--- src/sea_map.vh ---
// register map, field positions, reset values and timing for the eeprom port
`ifndef SEA_MAP_VH
`define SEA_MAP_VH

// ------------------------------------------------------------
// register byte offsets
// ------------------------------------------------------------
`define SEA_OFS_MSC 12'h0b0
`define SEA_OFS_EAC 12'h0b4
`define SEA_OFS_IST 12'h0c0
`define SEA_OFS_IEN 12'h0c4
`define SEA_OFS_ICL 12'h0c8

// ------------------------------------------------------------
// field positions
// ------------------------------------------------------------
`define SEA_MSC_PRESC_HI 15
`define SEA_MSC_MODE_LO 20
`define SEA_MSC_MODE_HI 21
`define SEA_EAC_ADDR_HI 15
`define SEA_EAC_DATA_LO 16
`define SEA_EAC_DATA_HI 23
`define SEA_EAC_BUSY 24
`define SEA_EAC_DONE 25
`define SEA_EAC_OP 26
`define SEA_IRQ_DONE 0
`define SEA_IRQ_NACK 1

// ------------------------------------------------------------
// reset values and codes
// ------------------------------------------------------------
`define SEA_PRESC_RST 16'h0053
`define SEA_MODE_RST 2'h0
`define SEA_MODE_NORMAL 2'h0
`define SEA_MODE_FAST 2'h1
`define SEA_MODE_OFF 2'h2
`define SEA_OP_WRITE 1'b0
`define SEA_OP_READ 1'b1

// ------------------------------------------------------------
// timing
// ------------------------------------------------------------
`define SEA_CLK_PERIOD_NS 8
`define SEA_PRESC_UNIT_NS 32
`define SEA_FILT_NORMAL_NS 1000
`define SEA_FILT_FAST_NS 100
`define SEA_FILT_NORMAL_CYC (`SEA_FILT_NORMAL_NS / `SEA_CLK_PERIOD_NS)
`define SEA_FILT_FAST_CYC (`SEA_FILT_FAST_NS / `SEA_CLK_PERIOD_NS)

`endif

--- src/sea_glitch_filter.v ---
// glitch counter for one serial line, with optional pin synchroniser
`default_nettype none
`include "sea_map.vh"

module sea_glitch_filter #(
  parameter SYNC = 1
) (
  input wire sys_clk,
  input wire rst_b,
  input wire [1:0] mode,
  input wire line_in,
  output reg line_out
);

  // ------------------------------------------------------------
  // synchroniser: a change counts once stages two and three agree
  // ------------------------------------------------------------
  reg s1_q; // first stage, read only by s2_q
  reg s2_q; // second stage
  reg s3_q; // third stage
  reg stable_q; // last agreed level
  reg [6:0] cnt_q; // cycles the new level has stood
  wire level; // level the counter looks at
  reg [6:0] limit; // delay chosen by the mode
  localparam [31:0] LIM_FAST = `SEA_FILT_FAST_CYC; // fast cycles
  localparam [31:0] LIM_NORM = `SEA_FILT_NORMAL_CYC; // normal cycles

  // three flops on the raw line
  always @(posedge sys_clk or negedge rst_b) begin
    if (!rst_b) begin
      s1_q <= 1'b1;
      s2_q <= 1'b1;
      s3_q <= 1'b1;
      stable_q <= 1'b1;
    end else begin
      s1_q <= line_in;
      s2_q <= s1_q;
      s3_q <= s2_q;
      if (s2_q == s3_q) begin
        stable_q <= s3_q;
      end
    end
  end

  assign level = (SYNC != 0) ? stable_q : line_in;

  // delay length per mode; reserved code behaves as normal
  always @* begin
    case (mode)
      `SEA_MODE_FAST: limit = LIM_FAST[6:0];
      `SEA_MODE_OFF: limit = 7'h00;
      default: limit = LIM_NORM[6:0];
    endcase
  end

  // ------------------------------------------------------------
  // counter: new level passes after standing for limit + 1 cycles
  // ------------------------------------------------------------
  always @(posedge sys_clk or negedge rst_b) begin
    if (!rst_b) begin
      cnt_q <= 7'h00;
      line_out <= 1'b1;
    end else if (level == line_out) begin
      cnt_q <= 7'h00;
    end else if (cnt_q >= limit) begin
      cnt_q <= 7'h00;
      line_out <= level;
    end else begin
      cnt_q <= cnt_q + 7'h01;
    end
  end

endmodule // sea_glitch_filter
`default_nettype wire

--- src/sea_clk_div.v ---
// half-period tick generator for the serial clock prescaler
`default_nettype none
`include "sea_map.vh"

module sea_clk_div (
  input wire sys_clk,
  input wire rst_b,
  input wire [15:0] presc,
  input wire hold,
  output reg tick
);

  // ------------------------------------------------------------
  // half period in core cycles: presc * 32 ns / 2 at 8 ns
  // ------------------------------------------------------------
  wire [31:0] half_full; // exact quotient, 32 bits
  wire [17:0] half; // cycles per half period
  wire stopped; // prescaler value of zero or one
  reg [17:0] cnt_q; // cycles spent in this half

  assign half_full = ({16'h0000, presc} * `SEA_PRESC_UNIT_NS) /
                     (2 * `SEA_CLK_PERIOD_NS);
  assign half = half_full[17:0];
  assign stopped = (presc < 16'h0002);

  // each phase lasts a full half period, restarted by hold
  always @(posedge sys_clk or negedge rst_b) begin
    if (!rst_b) begin
      cnt_q <= 18'h00000;
      tick <= 1'b0;
    end else if (hold || stopped) begin
      cnt_q <= 18'h00000;
      tick <= 1'b0;
    end else if (cnt_q + 18'h00001 >= half) begin
      cnt_q <= 18'h00000;
      tick <= 1'b1;
    end else begin
      cnt_q <= cnt_q + 18'h00001;
      tick <= 1'b0;
    end
  end

endmodule // sea_clk_div
`default_nettype wire

--- src/sea_top.v ---
// serial eeprom access port: registers and master serial engine
//
// Notes on behaviour
// - mode 0 delays lines about 1 us
// - mode 1 delays lines 100 ns
// - mode 2 no delay; 3 reserved
// - clock period 32 ns times prescaler; 0,1 stop
// - clock low at least half a period
// - prescaler 0x53 meets low time minimum
// - eeprom address from bits 15 to 0
// - data field write starts one operation
// - write stores the written data byte
// - read loads data field with eeprom byte
// - busy bit 24 set while operating
// - done bit 25 set at end, write-one clears
// - operation select bit 26: 0 write, 1 read
`default_nettype none
`include "sea_map.vh"

module sea_top #(
  parameter [6:0] EEPROM_DEV = 7'h50
) (
  input wire sys_clk,
  input wire rst_b,
  input wire [11:0] reg_addr,
  input wire [31:0] reg_wdata,
  input wire reg_wr,
  input wire reg_rd,
  output reg [31:0] reg_rdata,
  output wire irq,
  input wire master_serial_clock_pin_i,
  output wire master_serial_clock_pin_o,
  output wire master_serial_clock_pin_oe_b,
  input wire master_serial_data_pin_i,
  output wire master_serial_data_pin_o,
  output wire master_serial_data_pin_oe_b
);

  // ------------------------------------------------------------
  // engine states
  // ------------------------------------------------------------
  localparam [3:0] ST_IDLE = 4'h0;
  localparam [3:0] ST_START = 4'h1;
  localparam [3:0] ST_BIT_LO = 4'h2;
  localparam [3:0] ST_BIT_HI = 4'h3;
  localparam [3:0] ST_RS_LO = 4'h4;
  localparam [3:0] ST_RS_HI = 4'h5;
  localparam [3:0] ST_STOP_LO = 4'h6;
  localparam [3:0] ST_STOP_HI = 4'h7;
  localparam [3:0] ST_STOP_END = 4'h8;

  // byte steps of one access
  localparam [2:0] STEP_DEVW = 3'h0;
  localparam [2:0] STEP_AHI = 3'h1;
  localparam [2:0] STEP_ALO = 3'h2;
  localparam [2:0] STEP_THIRD = 3'h3;
  localparam [2:0] STEP_RDATA = 3'h4;

  // ------------------------------------------------------------
  // registers
  // ------------------------------------------------------------
  reg [15:0] presc_q; // master_clock_prescaler
  reg [1:0] mode_q; // master_glitch_filter_mode
  reg [15:0] addr_q; // eeprom byte address
  reg [7:0] data_q; // data field
  reg busy_q; // operation in progress
  reg done_q; // operation completed
  reg op_q; // operation_select
  reg [1:0] ist_q; // sticky interrupt status
  reg [1:0] ien_q; // interrupt enables

  // engine state
  reg [3:0] state_q; // engine state
  reg [2:0] step_q; // current byte step
  reg [3:0] bit_q; // bit within byte, 8 is ack
  reg [7:0] shift_q; // transmit / receive shifter
  reg ev_done; // one-cycle completion event
  reg ev_nack; // one-cycle no-acknowledge event

  // decoded bus accesses
  wire wr_msc; // write to master_serial_control
  wire wr_eac; // write to eeprom_access_control
  wire wr_ien; // write to interrupt enable
  wire wr_icl; // write to interrupt clear
  wire start_req; // accepted start

  // line signals
  wire scl_f; // filtered clock line
  wire sda_f; // filtered data line
  reg scl_rel; // engine releases the clock line
  reg sda_rel; // engine releases the data line
  wire scl_rel_f; // delayed clock release
  wire sda_rel_f; // delayed data release
  wire tick; // half period elapsed
  wire hold; // hold prescaler counter at zero

  // ------------------------------------------------------------
  // byte to send at a given step
  // ------------------------------------------------------------
  function [7:0] sea_tx_byte;
    input [2:0] step;
    input [15:0] addr;
    input [7:0] data;
    input op;
    begin
      case (step)
        STEP_DEVW: sea_tx_byte = {EEPROM_DEV, 1'b0};
        STEP_AHI: sea_tx_byte = addr[15:8];
        STEP_ALO: sea_tx_byte = addr[7:0];
        STEP_THIRD: begin
          if (op == `SEA_OP_READ) begin
            sea_tx_byte = {EEPROM_DEV, 1'b1};
          end else begin
            sea_tx_byte = data;
          end
        end
        default: sea_tx_byte = 8'hff; // released while reading
      endcase
    end
  endfunction

  // ------------------------------------------------------------
  // bus decode
  // ------------------------------------------------------------
  assign wr_msc = reg_wr && (reg_addr == `SEA_OFS_MSC);
  assign wr_eac = reg_wr && (reg_addr == `SEA_OFS_EAC);
  assign wr_ien = reg_wr && (reg_addr == `SEA_OFS_IEN);
  assign wr_icl = reg_wr && (reg_addr == `SEA_OFS_ICL);
  assign start_req = wr_eac && !busy_q;

  // ------------------------------------------------------------
  // control register writes
  // ------------------------------------------------------------
  // prescaler and filter mode; 0x53 default meets low time
  always @(posedge sys_clk or negedge rst_b) begin
    if (!rst_b) begin
      presc_q <= `SEA_PRESC_RST;
      mode_q <= `SEA_MODE_RST;
    end else if (wr_msc) begin
      presc_q <= reg_wdata[`SEA_MSC_PRESC_HI:0];
      mode_q <= reg_wdata[`SEA_MSC_MODE_HI:`SEA_MSC_MODE_LO];
    end
  end

  // address and op are held steady while busy
  always @(posedge sys_clk or negedge rst_b) begin
    if (!rst_b) begin
      addr_q <= 16'h0000;
      op_q <= `SEA_OP_WRITE;
    end else if (start_req) begin
      addr_q <= reg_wdata[`SEA_EAC_ADDR_HI:0];
      op_q <= reg_wdata[`SEA_EAC_OP];
    end
  end

  // data field: written byte for writes, eeprom byte for reads
  always @(posedge sys_clk or negedge rst_b) begin
    if (!rst_b) begin
      data_q <= 8'h00;
    end else if (start_req &&
                 reg_wdata[`SEA_EAC_OP] == `SEA_OP_WRITE) begin
      data_q <= reg_wdata[`SEA_EAC_DATA_HI:`SEA_EAC_DATA_LO];
    end else if (state_q == ST_BIT_HI && tick && scl_f &&
                 step_q == STEP_RDATA && bit_q == 4'h8) begin
      data_q <= shift_q;
    end
  end

  // busy and done flags; completion wins over a clear
  always @(posedge sys_clk or negedge rst_b) begin
    if (!rst_b) begin
      busy_q <= 1'b0;
      done_q <= 1'b0;
    end else begin
      if (start_req) begin
        busy_q <= 1'b1;
      end else if (ev_done) begin
        busy_q <= 1'b0;
      end
      if (ev_done) begin
        done_q <= 1'b1;
      end else if (start_req) begin
        done_q <= 1'b0;
      end else if (wr_eac && reg_wdata[`SEA_EAC_DONE]) begin
        done_q <= 1'b0;
      end
    end
  end

  // ------------------------------------------------------------
  // interrupt status, enable and clear
  // ------------------------------------------------------------
  always @(posedge sys_clk or negedge rst_b) begin
    if (!rst_b) begin
      ist_q <= 2'h0;
      ien_q <= 2'h0;
    end else begin
      if (wr_ien) begin
        ien_q <= reg_wdata[1:0];
      end
      // a new event beats a clear in the same cycle
      ist_q <= (ist_q & ~(wr_icl ? reg_wdata[1:0] : 2'h0)) |
               {ev_nack, ev_done};
    end
  end

  assign irq = |(ist_q & ien_q);

  // ------------------------------------------------------------
  // read data, valid only in the cycle after the strobe
  // ------------------------------------------------------------
  always @(posedge sys_clk or negedge rst_b) begin
    if (!rst_b) begin
      reg_rdata <= 32'h00000000;
    end else if (reg_rd) begin
      case (reg_addr)
        `SEA_OFS_MSC: reg_rdata <= {10'h000, mode_q, 4'h0, presc_q};
        `SEA_OFS_EAC: reg_rdata <= {5'h00, op_q, done_q, busy_q,
                                    data_q, addr_q};
        `SEA_OFS_IST: reg_rdata <= {30'h00000000, ist_q};
        `SEA_OFS_IEN: reg_rdata <= {30'h00000000, ien_q};
        default: reg_rdata <= 32'h00000000; // unmapped, clear reg
      endcase
    end else begin
      reg_rdata <= 32'h00000000;
    end
  end

  // ------------------------------------------------------------
  // line drive from state: released means high
  // ------------------------------------------------------------
  always @* begin
    scl_rel = 1'b1;
    sda_rel = 1'b1;
    case (state_q)
      ST_START: sda_rel = 1'b0;
      ST_BIT_LO: begin
        scl_rel = 1'b0;
        sda_rel = (bit_q < 4'h8) ? shift_q[7] : 1'b1;
      end
      ST_BIT_HI: sda_rel = (bit_q < 4'h8) ? shift_q[7] : 1'b1;
      ST_RS_LO: scl_rel = 1'b0;
      ST_STOP_LO: begin
        scl_rel = 1'b0;
        sda_rel = 1'b0;
      end
      ST_STOP_HI: sda_rel = 1'b0;
      default: begin
        scl_rel = 1'b1;
        sda_rel = 1'b1;
      end
    endcase
  end

  // hold the half-period count while idle or the clock is stretched
  assign hold = (state_q == ST_IDLE) || (scl_rel && !scl_f);

  // ------------------------------------------------------------
  // engine sequencer
  // ------------------------------------------------------------
  always @(posedge sys_clk or negedge rst_b) begin
    if (!rst_b) begin
      state_q <= ST_IDLE;
      step_q <= STEP_DEVW;
      bit_q <= 4'h0;
      shift_q <= 8'hff;
      ev_done <= 1'b0;
      ev_nack <= 1'b0;
    end else begin
      ev_done <= 1'b0;
      ev_nack <= 1'b0;
      case (state_q)
        ST_IDLE: begin
          if (start_req) begin
            state_q <= ST_START;
            step_q <= STEP_DEVW;
          end
        end
        ST_START: begin
          if (tick) begin
            state_q <= ST_BIT_LO;
            bit_q <= 4'h0;
            shift_q <= sea_tx_byte(step_q, addr_q, data_q, op_q);
          end
        end
        ST_BIT_LO: begin
          if (tick) begin
            state_q <= ST_BIT_HI;
          end
        end
        ST_BIT_HI: begin
          if (tick && scl_f) begin
            if (bit_q < 4'h8) begin
              // sample and shift one data bit
              shift_q <= {shift_q[6:0], sda_f};
              bit_q <= bit_q + 4'h1;
              state_q <= ST_BIT_LO;
            end else if (step_q != STEP_RDATA && sda_f) begin
              // eeprom refused the byte: abort
              ev_nack <= 1'b1;
              state_q <= ST_STOP_LO;
            end else begin
              case (step_q)
                STEP_ALO: begin
                  step_q <= STEP_THIRD;
                  state_q <= (op_q == `SEA_OP_READ) ? ST_RS_LO
                                                    : ST_BIT_LO;
                  bit_q <= 4'h0;
                  shift_q <= sea_tx_byte(STEP_THIRD, addr_q, data_q,
                                         op_q);
                end
                STEP_THIRD: begin
                  if (op_q == `SEA_OP_READ) begin
                    step_q <= STEP_RDATA;
                    state_q <= ST_BIT_LO;
                    bit_q <= 4'h0;
                    shift_q <= 8'hff;
                  end else begin
                    state_q <= ST_STOP_LO;
                  end
                end
                STEP_RDATA: state_q <= ST_STOP_LO;
                default: begin
                  step_q <= step_q + 3'h1;
                  state_q <= ST_BIT_LO;
                  bit_q <= 4'h0;
                  shift_q <= sea_tx_byte(step_q + 3'h1, addr_q, data_q,
                                         op_q);
                end
              endcase
            end
          end
        end
        ST_RS_LO: begin
          if (tick) begin
            state_q <= ST_RS_HI;
          end
        end
        ST_RS_HI: begin
          if (tick && scl_f) begin
            state_q <= ST_START; // repeated start for the read
          end
        end
        ST_STOP_LO: begin
          if (tick) begin
            state_q <= ST_STOP_HI;
          end
        end
        ST_STOP_HI: begin
          if (tick && scl_f) begin
            state_q <= ST_STOP_END;
          end
        end
        ST_STOP_END: begin
          if (tick) begin
            state_q <= ST_IDLE;
            ev_done <= 1'b1;
          end
        end
        default: state_q <= ST_IDLE;
      endcase
    end
  end

  // ------------------------------------------------------------
  // prescaler and glitch counters
  // ------------------------------------------------------------
  sea_clk_div u_div (
    .sys_clk(sys_clk),
    .rst_b(rst_b),
    .presc(presc_q),
    .hold(hold),
    .tick(tick)
  );

  // sampling path through the glitch counters
  sea_glitch_filter #(.SYNC(1)) u_scl_in (
    .sys_clk(sys_clk),
    .rst_b(rst_b),
    .mode(mode_q),
    .line_in(master_serial_clock_pin_i),
    .line_out(scl_f)
  );

  sea_glitch_filter #(.SYNC(1)) u_sda_in (
    .sys_clk(sys_clk),
    .rst_b(rst_b),
    .mode(mode_q),
    .line_in(master_serial_data_pin_i),
    .line_out(sda_f)
  );

  // driving path delayed by the same counters
  sea_glitch_filter #(.SYNC(0)) u_scl_out (
    .sys_clk(sys_clk),
    .rst_b(rst_b),
    .mode(mode_q),
    .line_in(scl_rel),
    .line_out(scl_rel_f)
  );

  sea_glitch_filter #(.SYNC(0)) u_sda_out (
    .sys_clk(sys_clk),
    .rst_b(rst_b),
    .mode(mode_q),
    .line_in(sda_rel),
    .line_out(sda_rel_f)
  );

  // open drain: drive low, enable low while driving
  assign master_serial_clock_pin_o = 1'b0;
  assign master_serial_clock_pin_oe_b = scl_rel_f;
  assign master_serial_data_pin_o = 1'b0;
  assign master_serial_data_pin_oe_b = sda_rel_f;

endmodule // sea_top
`default_nettype wire

--- config.mk ---
export PLATFORM = sky130hd
export DESIGN_NAME = sea_top
export DESIGN_NICKNAME = d
export VERILOG_FILES = /design/src/sea_glitch_filter.v /design/src/sea_clk_div.v /design/src/sea_top.v
export VERILOG_INCLUDE_DIRS = /design/src
export SDC_FILE = /design/constraint.sdc
export NUM_CORES = 1
export LEC_CHECK = 0
export BUFFER_PORTS_ARGS = -buffer_cell sky130_fd_sc_hd__buf_2
export CORE_ASPECT_RATIO = 0.75
export CORE_MARGIN = 2
export CORE_UTILIZATION = 24
export CTS_CLUSTER_DIAMETER = 200
export DETAILED_ROUTE_END_ITERATION = 12
export SETUP_SLACK_MARGIN = 0.15
export SLEW_MARGIN = 0
export SYNTH_ARGS = -nofsm -noshare
export SYNTH_HDL_FRONTEND = slang
export SYNTH_SLANG_ARGS = --single-unit
--- constraint.sdc ---
create_clock -name sys_clk -period 4.75 [get_ports sys_clk]
set_input_delay 0.7125 -clock sys_clk [delete_from_list [all_inputs] [get_ports sys_clk]]
set_output_delay 0.7125 -clock sys_clk [all_outputs]
set_load 0.05 [all_outputs]
## Word level (Yosys, flattened, before mapping)

Cells that the tools add are included.

| cells by class | value |
|---|---|
| reduce and logical (&&, ||, !) cells | 37 |
| mux-type cells | 70 |
| equality and inequality tests | 46 |
| order comparisons | 7 |
| bitwise operators | 9 |
| add/subtract/negate cells | 7 |

Operators by type and width:

| operator | count |
|---|---|
| case mux 27 bit (4 select lines) | 1 |
| two-way mux 8 bit | 8 |
| case mux 8 bit (4 select lines) | 2 |
| == test 12 x 8 -> 1 bit, second input constant | 5 |
| two-way mux 7 bit | 8 |
| two-way mux 4 bit | 13 |
| two-way mux 18 bit | 2 |
| case mux 4 bit (9 select lines) | 1 |
| two-way mux 32 bit | 1 |
| adder 7 x 1 -> 7 bit, second input constant | 4 |
| >= comparator 7 bit | 4 |
| two-way mux 3 bit | 9 |
| case mux 8 bit (3 select lines) | 1 |
| adder 18 x 1 -> 18 bit, second input constant | 1 |
| >= comparator 18 x 17 -> 1 bit | 1 |
| case mux 3 bit (3 select lines) | 2 |
| == test 4 x 3 -> 1 bit, second input constant | 4 |
| < comparator 16 x 2 -> 1 bit, second input constant | 1 |
| case mux 4 bit (2 select lines) | 2 |
| case mux 8 bit (2 select lines) | 1 |
| two-way mux 1 bit | 15 |
| logical AND 1 bit | 14 |
| case mux 7 bit (2 select lines) | 1 |
| == test 3 x 2 -> 1 bit, second input constant | 4 |
| 35 further kinds | 71 |

| word-level totals | value |
|---|---|
| output and inout bits | 37 |
| logic and storage cells | 210 |
| flip-flop bits (word level) | 161 |
| input bits | 50 |

## Logic depth before layout (Yosys ltp)

Gate-level depths: netlist of the first run.

| depth | value |
|---|---|
| depth in word-level cells | 8 |
| depth in mapped cells | 13 |
| gate-level depth less buffers | 12 |

## Modules after synthesis

Synthesis of the first run repeated with hierarchy kept, for this count alone.

| second synthesis, totals | value |
|---|---|
| cell total of the unflattened synthesis | 830 |
| area total of the unflattened synthesis | 8881.0 µm² |

By module, submodules not included:

| module | instances | cells an instance | sequential area each (µm²) | area an instance (µm²) |
|---|---|---|---|---|
| sea_top | 1 | 464 | 2442.3 | 5044.8 |
| sea_clk_div | 1 | 152 | 475.5 | 1458.9 |
| sea_glitch_filter (u_scl_in ...) | 2 | 56 | 306.5 | 646.9 |
| sea_glitch_filter (u_scl_out) | 1 | 51 | 201.4 | 543.0 |
| sea_glitch_filter (u_sda_out) | 1 | 51 | 201.4 | 540.5 |

## Worst setup path before layout of the first run

No wires, ideal clock.

| timing | value |
|---|---|
| path kind | flip-flop to flip-flop |
| from | register u_div.cnt_q[0] |
| to | register u_div.cnt_q[10] |
| clock period less this slack | 2.899 ns |
| cell stages (with the launch flop) | 12 |
| arrival time | 2.776 ns |
| buffers on the path | 1 |
| data required time | 4.627 ns |
| slack | 1.851 ns |
| setup time | 0.123 ns |
| cell sequence | dfrtp_1 > ha_1 > inv_1 > nor3_1 > and4_1 > xnor2_1 > inv_1 > ha_1 > nand3_1 > o31ai_1 > buf_2 > nor3_1 |

| on the way | value |
|---|---|
| word-level cells in the longest chain between the ends | 4 |

RTL lines:

| what | RTL line | text |
|---|---|---|
| start: declaration | sea_clk_div.v:19 | `reg [17:0] cnt_q;` |
| start signal: assignment | sea_clk_div.v:38 | `cnt_q <= cnt_q + 18'h00001;` |
| adder 18 x 1 -> 18 bit * | sea_clk_div.v:34, sea_clk_div.v:38 |  |
| >= comparator 18 x 17 -> 1 bit | sea_clk_div.v:34 | `end else if (cnt_q + 18'h00001 >= half) begin` |
| two-way mux 18 bit * | sea_clk_div.v:34 |  |
| two-way mux 18 bit * | sea_clk_div.v:31 | `end else if (hold \|\| stopped) begin` |

Every way passes the cells marked *; elsewhere a longest branch is shown, timed or not.
A chain may end at the register's enable or synchronous reset.

## Worst setup path in the final report of the first run

| timing | value |
|---|---|
| from | register u_div.cnt_q[0] |
| to | register u_div.cnt_q[14] |

The elaborated chain is that of the path after synthesis.

==> results.md, run 1 <==
- Outcome: finished clean
- Tmin final: 3.40 ns
- Final wirelength: 21700 um
- Comb pwr share: 4.9%
- Row count: 59
- Layout cells sized above 1: 19.8%
- Critical path arrival: 3.72 ns
- Sequential Power Share: 45.9%
- Drc violations: 0
- Ys flop type: dfrtp_1
- Synth warnings: 0
- Initial antenna violation count: 6
- DRT antenna net count: 0
- Top post-synthesis cells by area: dfrtp_1 (39%), ha_1 (8.2%), dfstp_2 (7.4%)
- Syn Std Cell Area: 8500 um^2
- Crit-path max FO: 17
- Vias in the first global route: 6437
- Final Wtd Congestion: 0.876
- Post-CTS Setup Inserts: 0
- Tot GR Track Use: 12.1%
- Static Leakage: 4.72 nW
- I/O pin total: 87
- Switching share of power: 22.9%
- Commonest non-fill, non-tap cell in the layout: dfrtp_1
- DP Wirelength: 16100 um
- Clock Skews: 0.00961 ns
- Critical Path Source Type: flop
- Hold buffers post-CTS: 0
- Count of different cell masters after synthesis: 76
- Clock latency on the worst-skew pair: 0.44 ns
- Die Width: 221 um
- Die height: 167 um
- First-pass GRT wire length: 35700 um
- NumNets Final: 1011
- CTS root buf: clkbuf_16
- Filler cells: 3592
- Max_slew headroom: 14.0%
- EDFF count, synth: 0
- Commonest non-fill, non-tap cells in the layout: dfrtp_1 (132), nand2_1 (107), buf_2 (72)
- Post-CTS sizing: 0
- Grt total ovfl: 0
- RSZ-0062 raised after global routing: false
- Area Overhead vs Synth: 17.2%
- Cell area power density: 303 nW/um^2
- Maximum vdd drop: 0.196 mV
- Count of input and output buffers: 73
- Smallest hold slack: 0.301 ns
- Total negative slack: 0 ns
- Full die area: 37000 um^2
- Syn Inst Count: 841
- Worst Setup End Kind: flop
- CTS Buffer Depth: 2
- Final setup fails: 0
- Initial Utilization: 24.4%
- Clk sinks: 156
- Area fraction of the dominant cell type after synthesis: 38.9%
- Synth Register Bits: 156
- Syn avg cell area: 10.1 um^2
- Tcrit/Tclk final: 71.6%
- Ant diodes: 0
- Via density: 4.76
- Placed Area: 9320 um^2
- Least-Margin Pin Slew: 1.29 ns
- Largest net degree at the start of global routing: 80
- Total Power: 3.02 mW
- Core box area: 34800 um^2
- Htree depth: 4
- Final Cell Area: 9960 um^2
- CTS buffer count: 17
- Min-Delay Path Class: primary input to asynchronous set/reset pin
- Post-synth top area cell: dfrtp_1
- Worst Path Required: 5.07 ns
- TritonCTS clock tree: built
- Max-cap violations: 0
- Clock power frac: 49.2%
- DRT iter0 DRCs: 584
- Final Hold Viols: 0
- Routed WL per cell: 15.8 um
- CTS clk-pin slew, worst paths: 0.07 ns
- Post-synthesis sequential area ratio: 46.3%
- DR pass1 iterations: 4
- Worst Setup Path Type: flop to flop
- Vias: 6550
- Psw: 0.691 mW
- Power Internal: 2.33 mW
- Asr flop ratio synth: 100%
- Fin. max-slew vios: 0
- Max Clk Rate: 294 MHz
-- cells in the mapped netlist (all sizes together), types with 3 or more instances --
cell,number
dfrtp,132
xnor2,17
mux2i,11
nor3,27
buf,19
mux2,27
or3b,5
nor2,60
and4,6
o211ai,4
nor4,9
nand2b,5
o31ai,10
inv,52
clkbuf,21
o221ai,12
o41ai,4
ha,56
and3,13
a21o,3
nand3,22
or3,3
nand2,108
o21a,5
a211o,5
o32ai,3
a21oi,27
nor2b,5
a22o,7
xor2,22
a22oi,29
o21ai,36
nand4,10
nor4b,7
dfstp,24
-- final timing paths --
| kind | start | to | slack, ns | depth (start not counted) |
|---|---|---|---|---|
| setup / recovery | u_div.cnt_q[0] | u_div.cnt_q[14] | 1.35 | 12 |
| hold / removal | rst_b | ien_q[0] | 0.30 | 1 |
| setup reg to reg | u_div.cnt_q[0] | u_div.cnt_q[14] | 1.35 | 12 |
| hold reg to reg | u_sda_in.s1_q | u_sda_in.s2_q | 0.36 | 0 |
| max in group asynchronous | rst_b | u_scl_in.line_out | 3.52 | 2 |
| min in group sys_clk | u_sda_in.s1_q | u_sda_in.s2_q | 0.36 | 0 |
-- sequential cells by signal, indices dropped and copies added, names as in the netlist, 3 cells and up --
| register | flops |
|---|---|
| u_scl_in.cnt_q | 7 |
| shift_q | 8 |
| u_scl_out.cnt_q | 7 |
| bit_q | 4 |
| presc_q | 16 |
| step_q | 3 |
| addr_q | 16 |
| u_div.cnt_q | 18 |
| u_sda_in.cnt_q | 7 |
| u_sda_out.cnt_q | 7 |
| reg_rdata | 27 |
| data_q | 8 |
| state_q | 4 |
-- cells by family (layout without fill, tap and decap cells) --
family / after synthesis / count (layout) / synth area share [%]
DFF: 156 / 156 / 46.3
buffers and inverters: 92 / 162 / 4.67
muxes: 38 / 38 / 5.31
AOI/OAI and AO/OA: 164 / 164 / 13.4
and+or+nand+nor: 293 / 293 / 17.6
other: 1 / 8 / 0.0441
xor gates and xnor gates: 39 / 39 / 4.24
adders and majority gates: 58 / 58 / 8.48
-- final cells by class --
| type | count | area, um^2 | area share [%] |
|---|---|---|---|
| inverter | 52 | 195 | 1.96 |
| clock buffer | 20 | 457 | 4.58 |
| multi-input combinational | 600 | 4200 | 42.2 |
| sequential | 156 | 3930 | 39.5 |
| clock inverter | 12 | 183 | 1.83 |
| timing repair buffer | 78 | 422 | 4.23 |
| tap | 457 | 572 | 5.74 |
-- worst max-delay path, stage by stage, from the launching register on --
cell      delay [ns]
dfrtp_1         0.50
ha_1            0.32
inv_1           0.08
nor3_1          0.39
and4_1          0.27
xnor2_1         0.18
inv_1           0.08
ha_1            0.31
and3_1          0.18
a221oi_1        0.31
o31ai_2         0.13
buf_4           0.22
nor4b_1         0.31
-- power by group through the flow --
stage	sequential [mW]	clock, mW	combinational, mW
final	1.39	1.48	0.148
after global routing	1.39	1.57	0.171
after CTS	1.39	1.51	0.152
after detailed placement	1.41	0	0.151
after global placement	1.41	0	0.148
after floorplan	1.40	0	0.0850
-- per-layer routing --
layer,global-route usage [%],share of wire (%),vias to the layer above
li1,-,-,3119
met1,18.0,51,3213
met5,0,0.33,-
met4,3.85,1.5,12
met2,16.8,40,174
met3,3.41,7.1,32
-- per-stage QoR --
step,std cells,setup WS (ns),utilization (%)
2_1_floorplan,848,1.85,-
5_1_grt,1375,1.01,28.7
4_1_cts,1375,1.40,28.7
3_5_place_dp,1343,1.42,26.8
3_3_place_gp,1343,1.56,26.8
6_report,1375,1.35,28.7
No activity file was read; power rests on OpenSTA's default activity.
==> run 2, diff against run 1 <==
clock period = 2.9 ns   (was 4.75 ns; I/O delays follow)
==> run 2 against run 1 <==
The flow now finishes with violations (negative setup slack). Count of clock-buffer cells in the layout down 3. Worst setup slack got worse by 1.4 ns. Maximum frequency increased by 17%. Power rose by 64%. Clock power rose by 64%. Non-clock buffer count up 45. Worst hold slack worse by 0.17 ns. Critical endpoint is now u_div.cnt_q[8]. Sequential power rose by 63%. Routed wire length up 6.1%. Cell count rose by 3.3%. Critical path depth shrank 1. Critical path type unchanged.
==> results.md, run 2 (same netlist as run 1, synthesis figures left out) <==
- Largest stage delay, worst path: 0.46 ns (-0.04 ns)
- Full die area: 37000 um^2 (unchanged)
- Max Clk Rate: 344 MHz (+17%)
- Largest regs: reg_rdata (27), u_div.cnt_q (18)
- Outcome: complete, but fails checks
- Clock Skews: 0.00947 ns (-0.000139 ns)
- Cell area power density: 467 nW/um^2 (+54%)
- DR pass1 iterations: 5 (+1)
- Drc violations: 0 (unchanged)
- Initial Utilization: 24.4% (unchanged)
- Buf+Inv Stages, Crit Path: 2 (-1)
- Layout cells sized above 1: 27.0% (+7.2 points)
- Critical Path Source Type: flop
- Total negative slack: -0.0565 ns (-0.0565 ns)
- Routed WL per cell: 16.2 um (+2.7%)
- Worst Path Required: 3.18 ns (-1.89 ns)
- Via density: 4.75 (-0.25%)
- Min-Delay Path Class: primary input to flop
- TritonCTS clock tree: built
- Tot GR Track Use: 12.3% (+0.14 points)
- CTS root buf: clkbuf_16
- R2R depth: 11 (-1)
- Crit-path slowest cell: o41ai_4
- Crit-path max FO: 7 (-10)
- Hold path endpoint: u_sda_in.s1_q
- DRT antenna net count: 0 (unchanged)
- Vias: 6752 (+3.1%)
- Hold_sp: master_serial_data_pin_i
- Tcrit/Tclk final: 100% (+29 points)
- NumNets Final: 1056 (+4.5%)
- Placed cells: 1370 (+2.0%)
- Grt total ovfl: 0 (unchanged)
- Critical path arrival: 3.19 ns (-0.53 ns)
- Non-Filler Instances: 1421 (+3.3%)
- Min-Delay Path Depth: 1
- CP cell instances: nand4_4 -> buf_8 -> nor4_2 -> xor2_1 -> ha_1 -> nand4_1 -> o41ai_4 -> a221oi_4 -> o31ai_4 -> clkbuf_16 -> nor3_1
- Area Overhead vs Synth: 25.0%
- Worst Setup Path Type: flop to flop
- FF-to-FF setup slack: -0.009 ns (-1.36 ns)
- Max-cap violations: 0 (unchanged)
- GR Util met2: 17.2% (+0.37 points)
- Least-Margin Pin Slew: 0.717 ns (-0.571 ns)
- Crit-path leading delay family: simple AND/OR/NAND/NOR gates
- Worst R2R End: u_div.cnt_q[8]
- Met1 Track Usage GR: 18.0% (about the same)
- RSZ-0062 raised after global routing: true
- Die Width: 221 um (unchanged)
- Maximum vdd drop: 0.374 mV (+91%)
- DP Wirelength: 16500 um (+2.7%)
- Most Crowded Layer GR: met1
- Commonest non-fill, non-tap cell in the layout: dfrtp_1
- Max reg flops: 27 (unchanged)
- Filler cells: 3525 (-1.9%)
- Fin worst setup slack: -0.00940 ns (-1.36 ns)
- Htree depth: 4 (unchanged)
- Reg with most FFs: reg_rdata
- Initial antenna violation count: 3 (-3)
- Static Leakage: 5.09 nW (+7.8%)
- Largest net degree at the start of global routing: 56 (-30%)
- Max_slew headroom: 52.2% (+38 points)
- Worst Setup End Kind: flop
- First-pass GRT wire length: 36300 um (+1.7%)
- DRT iter0 DRCs: 481 (-18%)
- Row count: 59 (unchanged)
- Count of input and output buffers: 73 (unchanged)
- Final setup fails: 9 (+9)
- Worst R2R Start: u_div.cnt_q[2]
- Commonest non-fill, non-tap cells in the layout: dfrtp_1 (130), nand2_1 (106), buf_2 (72)
- Fin. max-slew vios: 0 (unchanged)
- Smallest hold slack: 0.126 ns (-0.174 ns)
- CTS clk-pin slew, worst paths: 0.06 ns (about the same)
- Vias in the first global route: 6555 (+1.8%)
- Clock latency on the worst-skew pair: 0.43 ns (about the same)
- I/O pin total: 87 (unchanged)
- Failing checks: negative setup slack
- Core box area: 34800 um^2 (unchanged)
- Die height: 167 um (unchanged)
- CTS Buffer Depth: 2 (unchanged)
- Clk sinks: 156 (unchanged)
- Final Hold Viols: 0 (unchanged)
- CTS buffer count: 17 (unchanged)
- Final wirelength: 23000 um (+6.1%)
- Final Wtd Congestion: 0.883 (+0.81%)
- Tmin final: 2.91 ns (-0.493 ns)
- Routing usage on met3: 3.48% (+0.071 points)
## run 2: cell count changes in the layout (fill, tap and decap cells not counted), sizes merged
cell | before | now
dlygate4sd3 | 0 | 1
buf | 78 | 121
inv | 55 | 56
clkinv | 2 | 4
clkbuf | 20 | 18
diode | 0 | 1
## run 2: layout make-up
type	instances	area, um^2	area share, %
Clock inverter	15	211	1.99
Timing Repair Buffer	123	795	7.48
Clock buffer	17	425	4.01
Inverter	52	195	1.84
Tap cell	457	572	5.38
Multi-Input combinational cell	600	4480	42.2
Antenna cell	1	2.50	0.0236
Sequential cell	156	3940	37.1
## run 2: routing by layer
metal	wire length [um]	up-vias
met3	1620	36
met4	434	4
li1	-	3199
met2	9730	207
met1	11200	3306
met5	19	-
## run 2: how the worst max path moves through the flow
stage,startpoint,endpoint,cells past startpoint
floorplan,u_div.cnt_q[0],u_div.cnt_q[10],12
global placement,u_div.cnt_q[4],u_div.cnt_q[14],11
detailed placement,u_div.cnt_q[4],u_div.cnt_q[15],11
CTS,u_div.cnt_q[4],u_div.cnt_q[14],12
global route,u_div.cnt_q[2],u_div.cnt_q[0],11
finish,u_div.cnt_q[2],u_div.cnt_q[8],11
## run 2: power by group
group	internal, mW	switching (mW)	total, mW
sequential	2.22	0.0436	2.27
clock	1.46	0.966	2.42
combinational	0.104	0.165	0.269
## run 2: worst reg2reg max path: stages (launching register included)
cell and delay, ns:
dfrtp_1 0.41, nand4_4 0.15, buf_8 0.18, nor4_2 0.35, xor2_1 0.16, ha_1 0.33
nand4_1 0.21, o41ai_4 0.46, a221oi_4 0.12, o31ai_4 0.13, clkbuf_16 0.23, nor3_1 0.05
## run 2: stage by stage
stage	cell area [um^2]	power (mW)	util, %	setup slack [ns]
after floorplan	8540	2.44	-	0.197
after global placement	9540	2.56	27.4	0.0504
after global routing	10600	5.15	30.5	-0.113
final	10600	4.96	30.5	-0.00940
after CTS	10400	5.01	29.9	0.112
after detailed placement	9540	2.56	27.4	-0.0374
## run 2: timing repair
| item | CTS | global route |
|---|---|---|
| cloned | 0 | 2 |
| hold endpoints to repair | 45 | 0 |
| hold buffers | 1 | 0 |
| gates resized for setup | 23 | 26 |
| pin swaps | 12 | 7 |
| setup buffers | 9 | 6 |
| endpoints found under the setup margin | 25 | 38 |
